`config.mk`:
```
export PLATFORM = sky130hd
export DESIGN_NAME = bbsd_decoder
export DESIGN_NICKNAME = d
export VERILOG_FILES = /design/src/verilog/bbsd_decoder.v
export VERILOG_INCLUDE_DIRS = /design/src /design/src/verilog
export SDC_FILE = /design/constraint.sdc
export NUM_CORES = 1
export LEC_CHECK = 0
export ABC_CLOCK_PERIOD_IN_PS = 5100
export BUFFER_PORTS_ARGS = -buffer_cell sky130_fd_sc_hd__buf_2
export CORE_ASPECT_RATIO = 0.7
export CORE_MARGIN = 2
export CORE_UTILIZATION = 53
export CTS_CLUSTER_SIZE = 30
export DETAILED_ROUTE_END_ITERATION = 12
export PLACE_DENSITY_LB_ADDON = 0.15
export SYNTH_ARGS = -nofsm -noshare
export SYNTH_HDL_FRONTEND = slang
export SYNTH_SLANG_ARGS = --single-unit
```
`constraint.sdc`:
```
create_clock -name sys_clk_in -period 5.1 [get_ports sys_clk_in]
set_input_delay 0.51 -clock sys_clk_in [delete_from_list [all_inputs] [get_ports sys_clk_in]]
set_output_delay 0.51 -clock sys_clk_in [all_outputs]
set_load 0.03 [all_outputs]
```
`src/verilog/bbsd_defs.vh`:
```
/*
 constants for the branch and bit-set decoder: opcode fields, quarter
 phases, address map. assumes a 16-bit instruction word per fetch.
*/
`ifndef BBSD_DEFS_VH
`define BBSD_DEFS_VH
// ==========================================================
// opcode prefixes
`define BBSD_OP_BNOVF      8'he5
`define BBSD_OP_BNZF       8'he1
`define BBSD_OP_BRAF       5'h1a
`define BBSD_OP_BSETF      4'h8
// ==========================================================
// quarter phases of one instruction cycle
`define BBSD_Q1            2'h0
`define BBSD_Q2            2'h1
`define BBSD_Q3            2'h2
`define BBSD_Q4            2'h3
// ==========================================================
// address map
`define BBSD_PC_W          21
`define BBSD_PC_RST        21'h000000
`define BBSD_PC_STEP       21'h000002
`define BBSD_ADDR_W        12
`define BBSD_ACC_LIMIT     8'h5f
`define BBSD_ACC_HI_BANK   4'hf
`define BBSD_ACC_LO_BANK   4'h0
`endif

```
`src/verilog/bbsd_decoder.v`:
```
/*
 branch and bit-set decoder: executes the overflow-clear and zero-clear
 branches, the unconditional relative jump and the register bit set.
 assumes instruction, flags, bank and index base come from the same
 clock domain; other opcodes are executed elsewhere and pass as no-ops.
 limitation: flags are read once, in the last quarter, so a producer
 that finishes in that same quarter is seen one instruction late.
 a taken jump costs one empty slot; no fetch is made in it.
*/
`timescale 1ns/1ps
`include "bbsd_defs.vh"
module bbsd_decoder (
  // clock and reset
  input  wire                    sys_clk_in,
  input  wire                    rst_in,
  // program fetch
  input  wire [15:0]             instr_word_in,
  output wire [`BBSD_PC_W-1:0]   program_counter_out,
  // status flags and addressing state
  input  wire                    overflow_flag_in,
  input  wire                    zero_flag_in,
  input  wire [3:0]              bank_select_register_in,
  input  wire                    ext_set_enable_in,
  input  wire [11:0]             index_base_in,
  // data memory
  output wire [`BBSD_ADDR_W-1:0] mem_addr_out,
  output wire                    mem_rd_out,
  input  wire [7:0]              mem_rdata_in,
  output wire                    mem_wr_out,
  output wire [7:0]              mem_wdata_out,
  // status
  output wire                    status_we_out,
  output wire [1:0]              quarter_out,
  output wire                    branch_taken_out
);
  // ==========================================================
  // decode helpers
  function [`BBSD_ADDR_W-1:0] bbsd_reg_addr;
    input [15:0] iw;
    input [3:0]  bank;
    input        ext_en;
    input [11:0] base;
    begin
      // access bank: low part below 0x60, the rest maps to the top bank
      if (iw[8]) begin
        bbsd_reg_addr = {bank, iw[7:0]};
      end else if (ext_en && (iw[7:0] <= `BBSD_ACC_LIMIT)) begin
        bbsd_reg_addr = base + {4'h0, iw[7:0]};
      end else if (iw[7:0] <= `BBSD_ACC_LIMIT) begin
        bbsd_reg_addr = {`BBSD_ACC_LO_BANK, iw[7:0]};
      end else begin
        bbsd_reg_addr = {`BBSD_ACC_HI_BANK, iw[7:0]};
      end
    end
  endfunction

  function bbsd_is_bset;
    input [15:0] iw;
    begin
      bbsd_is_bset = (iw[15:12] == `BBSD_OP_BSETF);
    end
  endfunction

  // sign-extend a word offset and double it into a byte offset
  function [`BBSD_PC_W-1:0] bbsd_rel_offset;
    input [15:0] iw;
    input        wide;
    begin
      if (wide) begin
        bbsd_rel_offset = {{9{iw[10]}}, iw[10:0], 1'b0};
      end else begin
        bbsd_rel_offset = {{12{iw[7]}}, iw[7:0], 1'b0};
      end
    end
  endfunction

  // ==========================================================
  // state
  // valid_ff low marks the empty slot after a taken jump
  reg  [1:0]              phase_ff;
  reg  [`BBSD_PC_W-1:0]   pc_ff;
  reg  [15:0]             ir_ff;
  reg                     valid_ff;
  reg                     flush_ff;
  reg  [`BBSD_ADDR_W-1:0] addr_ff;
  reg  [7:0]              wdata_ff;
  reg                     taken_ff;

  wire is_jump_if_no_overflow = (ir_ff[15:8] == `BBSD_OP_BNOVF);
  wire is_bnz  = (ir_ff[15:8] == `BBSD_OP_BNZF);
  wire is_bra  = (ir_ff[15:11] == `BBSD_OP_BRAF);
  wire is_bset = bbsd_is_bset(ir_ff);

  // flags are read only, never driven back
  // flags sampled at Q4, so a producer finishing in Q4 is seen next cycle
  wire take = valid_ff &&
              ((is_jump_if_no_overflow && !overflow_flag_in) ||
               (is_bnz && !zero_flag_in) ||
               is_bra);

  // pc_ff already holds instruction address plus 2
  wire [`BBSD_PC_W-1:0] target = pc_ff + bbsd_rel_offset(ir_ff, is_bra);

  // ==========================================================
  // bit-set merge: one lane per bit of the byte
  wire [7:0] merged;
  genvar     gi;
  generate
    for (gi = 0; gi < 8; gi = gi + 1) begin : g_merge
      // a lane is forced high only when it is the selected bit
      assign merged[gi] = mem_rdata_in[gi] | (ir_ff[11:9] == gi);
    end
  endgenerate

  // ==========================================================
  // next state
  reg  [1:0]              nxt_phase;
  reg  [`BBSD_PC_W-1:0]   nxt_pc;
  reg  [15:0]             nxt_ir;
  reg                     nxt_valid;
  reg                     nxt_flush;
  reg  [`BBSD_ADDR_W-1:0] nxt_addr;
  reg  [7:0]              nxt_wdata;
  reg                     nxt_taken;

  always @* begin
    nxt_phase = phase_ff + 2'h1;
    nxt_pc    = pc_ff;
    nxt_ir    = ir_ff;
    nxt_valid = valid_ff;
    nxt_flush = flush_ff;
    nxt_addr  = addr_ff;
    nxt_wdata = wdata_ff;
    nxt_taken = 1'b0;
    case (phase_ff)
      `BBSD_Q1: begin
        // a flush cycle swallows the slot after a taken jump
        if (flush_ff) begin
          nxt_valid = 1'b0;
          nxt_flush = 1'b0;
        end else begin
          nxt_ir    = instr_word_in;
          nxt_valid = 1'b1;
          nxt_pc    = pc_ff + `BBSD_PC_STEP;
          nxt_addr  = bbsd_reg_addr(instr_word_in, bank_select_register_in,
                                    ext_set_enable_in, index_base_in);
        end
      end

      `BBSD_Q2: begin
        // read strobe is up this quarter; data settles by the next edge
        nxt_wdata = wdata_ff;
      end

      `BBSD_Q3: begin
        // merge taken late so a slow memory has the whole quarter
        nxt_wdata = merged;
      end

      `BBSD_Q4: begin
        if (take) begin
          nxt_pc    = target;
          nxt_flush = 1'b1;
          nxt_taken = 1'b1;
        end
      end

      default: begin
        nxt_phase = `BBSD_Q1;
      end
    endcase
  end

  // ==========================================================
  // registers
  // one flop per field; reset values are all constants
  always @(posedge sys_clk_in) begin
    if (rst_in) begin
      phase_ff <= `BBSD_Q1;
      pc_ff    <= `BBSD_PC_RST;
      ir_ff    <= 16'h0000;
      valid_ff <= 1'b0;
      flush_ff <= 1'b0;
      addr_ff  <= 12'h000;
      wdata_ff <= 8'h00;
      taken_ff <= 1'b0;
    end else begin
      phase_ff <= nxt_phase;
      pc_ff    <= nxt_pc;
      ir_ff    <= nxt_ir;
      valid_ff <= nxt_valid;
      flush_ff <= nxt_flush;
      addr_ff  <= nxt_addr;
      wdata_ff <= nxt_wdata;
      taken_ff <= nxt_taken;
    end
  end

  // ==========================================================
  // outputs
  // strobes are decoded from flops only, no input reaches them
  // status writes stay tied low: none of these touch a flag
  assign program_counter_out = pc_ff;
  assign mem_addr_out        = addr_ff;
  assign mem_rd_out          = valid_ff && is_bset && (phase_ff == `BBSD_Q2);
  assign mem_wr_out          = valid_ff && is_bset && (phase_ff == `BBSD_Q4);
  assign mem_wdata_out       = wdata_ff;
  assign status_we_out       = 1'b0;
  assign quarter_out         = phase_ff;
  assign branch_taken_out    = taken_ff;
endmodule // bbsd_decoder

```
==> impl_metrics.csv <==
group,metric,value,unit
cts,clk_latency,0.35,ns
drt,num_vias,3641,
finish,layout.area.seq,0.00122,mm^2
finish,n_antenna_cell,0,
power_and_ir_drop,power.switching,399,uW
power_and_ir_drop,ir_drop,0.138,mV
finish,final_nets,629,
finish,multi_input_area,0.00233,mm^2
yosys,synth_top_flop_cell,"dfxtp_1",
finish,fill_cells,628,
cts,post_cts_buffers,0,
global_routing,grt_use_total,24.4,%
drt,ant_nets,0,
drt,wirelength,9160,um
global_routing,grt_overflow,0,
flow_run,cap_violations,0,
placement,place.gp.congestion,0.856,
yosys,synth-seq-cells,61,
finish,stdcell_area,0.00438,mm^2
cts,clock_path_buffers,2,
critical_path,cp_max_fo,17,
cts,numCtsBuffers,9,
critical_path,worstSetupPathType,"flop to flop",
power_and_ir_drop,pwr-share-comb,23.0,%
yosys,synth_enable_flop_cells,0,
floorplan,fp-row-count,25,
global_routing,grt_pass1_vias,3333,
global_routing,grt_max_degree,36,
cts,cts-root-buf,"clkbuf_8",
run_status,status,"finished clean",
power_and_ir_drop,p_seq_share,44.0,%
power_and_ir_drop,p_sw_share,32.3,%
timing,min_period,3.60,ns
drt,dr.pass1.iters,5,
timing,clock_skew,0.00538,ns
floorplan,start_util,55.3,%
yosys,async_flop_share,0,%
finish,drive_gt1_share,20.6,%
critical_path,arrival,3.81,ns
timing,final-hold-violation-count,0,
placement,io_buffers,89,
power_and_ir_drop,p_int,835,uW
placement,dp_slack,1.55,ns
cts,h-tree-depth,3,
floorplan,core_area,0.00679,mm^2
floorplan,die_y,74.4,um
drt,routedWlPerCell,13.9,um
floorplan,ios,92,
yosys,synth_top_area_share,32.6,%
timing,final-setup-viol-count,0,
power_and_ir_drop,clkPwrFrac,33.0,%
floorplan,die_x,105,um
yosys,yosys_warnings,0,
timing,worst_pin_slew,0.867,ns
critical_path,crit_required,5.31,ns
power_and_ir_drop,power.leakage,2.00,nW
power_and_ir_drop,powerDensity,281,mW/mm^2
floorplan,die_area,0.00778,mm^2
timing,drv_slew,0,
critical_path,end_kind,"flop",
drt,drt_iter0_drc,184,
yosys,syn-instance-count,485,
drt,drc,0,
cts,clk_pin_slew,0.07,ns
yosys,synth.avg_cell_area,7.73,um^2
cts,cts_tree,"yes",
timing,fmax,278,MHz
cts,cts_num_sinks,61,
timing,finalCritPeriodShare,70.6,%
timing,hold_ws,0.402,ns
finish,area_delta_synth_final,16.8,%
yosys,synth_area,0.00375,mm^2
global_routing,antenna_found_initial,0,
cts,hold_buffers,0,
yosys,ys_seq_area_share,32.6,%
critical_path,start_kind,"flop",
placement,dpl.hpwl,6740,um
drt,avgViaCountPerCell,5.53,
placement,dpl_cell_area,0.00421,mm^2
global_routing,grt_pass1_wl,15200,um
yosys,synth_area_leader_cell,"dfxtp_1",
yosys,synth_area_leaders,"dfxtp_1, a21oi_1, ha_1, nand2_1, nor2_1",
timing,relSlewSlack,42.2,%
cts,post_cts_resized,0,
timing,fin_ws,1.50,ns
yosys,synth_cell_types,60,
timing,fin_setup_tns,0,ns
timing,rsz0062_at_grt,"false",
worst_hold_path,hold_path_class,"primary input to flop",
-- path summary, 6_finish.rpt --
kind | start | endpoint | slack, ns | cells after the start
worst max register to register | quarter_out[0] | program_counter_out[17] | 1.50 | 12
worst min register to register | mem_addr_out[1] | mem_addr_out[1] | 0.45 | 2
worst min-delay path | instr_word_in[11] | ir_ff[11] | 0.40 | 3
worst max-delay path | quarter_out[0] | program_counter_out[17] | 1.50 | 12
-- routing by layer --
metal	vias up	part of all wire, %	global-route usage [%]
li1	1837	-	-
met1	1675	47	31.0
met2	116	44	40.4
met3	13	7.4	8.50
met4	0	1.1	6.61
met5	-	0	0
-- sequential cells by signal, summed over array words and instances (netlist names) --
signal	flops
branch_taken_out	1
flush_ff	1
ir_ff	16
mem_addr_out	12
mem_wdata_out	8
program_counter_out	20
quarter_out	2
valid_ff	1
-- layout by cell type, fill, tap and decap left out, types with 6 or more instances in the layout --
cell type	instances
nor2_1	54
xnor2_1	12
a21oi_1	56
xor2_1	8
a31oi_1	6
and2_1	8
clkbuf_8	9
nand2_1	71
dfxtp_1	61
nor2b_1	9
nor3_1	10
inv_1	19
a211oi_1	19
nand3_1	7
buf_2	89
o21ai_0	12
ha_1	22
or3_1	7
-- cell families after synthesis --
| group | synth area share [%] |
|---|---|
| and+or+nand+nor | 26.0 |
| adders and majority gates | 8.67 |
| DFF | 32.6 |
| AOI/OAI and AO/OA | 20.3 |
| other | 0.100 |
| muxes | 2.20 |
| xor gates and xnor gates | 4.67 |
| buffers and inverters | 5.47 |
-- metrics by stage --
stage / instances / total power [mW] / util [%]
floorplan: 486 / 0.752 / -
global placement: 643 / 0.827 / 62.0
detailed placement: 643 / 0.835 / 62.0
CTS: 658 / 1.24 / 64.6
global route: 658 / 1.30 / 64.6
finish: 658 / 1.23 / 64.6
-- Yosys cell counts, types with 3 or more instances --
master	count
nand2_1	71
dfxtp_1	61
a21oi_1	56
nor2_1	54
ha_1	22
clkbuf_1	20
a211oi_1	19
inv_1	19
o21ai_0	12
xnor2_1	12
nor2b_1	10
nor3_1	10
and2_1	8
xor2_1	8
nand3_1	7
or3_1	7
a31oi_1	6
nand2b_1	5
nand4_1	5
o21bai_1	4
a21boi_0	3
a21o_1	3
a221oi_1	3
a311oi_1	3
and3_1	3
and3b_1	3
buf_1	3
mux2i_1	3
o41ai_1	3
-- layout make-up --
type                            instances  share of cell area, %
Clock buffer                           13                   3.17
Clock inverter                          2                  0.799
Inverter                               19                   1.63
Multi-Input combinational cell        377                   53.2
Sequential cell                        61                   27.9
Tap cell                               94                   2.68
Timing Repair Buffer                   92                   10.7
-- worst max-delay path, cell delays in order, from the launching register on --
cell and delay [ns]:
dfxtp_1 0.40, ha_1 0.47, nand2b_1 0.11, ha_1 0.23, fa_1 0.43, a211oi_1 0.31
o21bai_1 0.12, a21oi_1 0.31, o21ai_2 0.19, or4_1 0.51, a21oi_1 0.18, xnor2_1 0.14
nor2_1 0.05
-- power by group through the flow --
| stage | combinational [mW] | clock [mW] | sequential [mW] |
|---|---|---|---|
| after floorplan | 0.161 | 0 | 0.591 |
| after global placement | 0.275 | 0 | 0.552 |
| after detailed placement | 0.283 | 0 | 0.552 |
| after CTS | 0.284 | 0.412 | 0.542 |
| after global routing | 0.315 | 0.434 | 0.548 |
| final | 0.284 | 0.407 | 0.542 |
(Power assumes the default switching activity.)
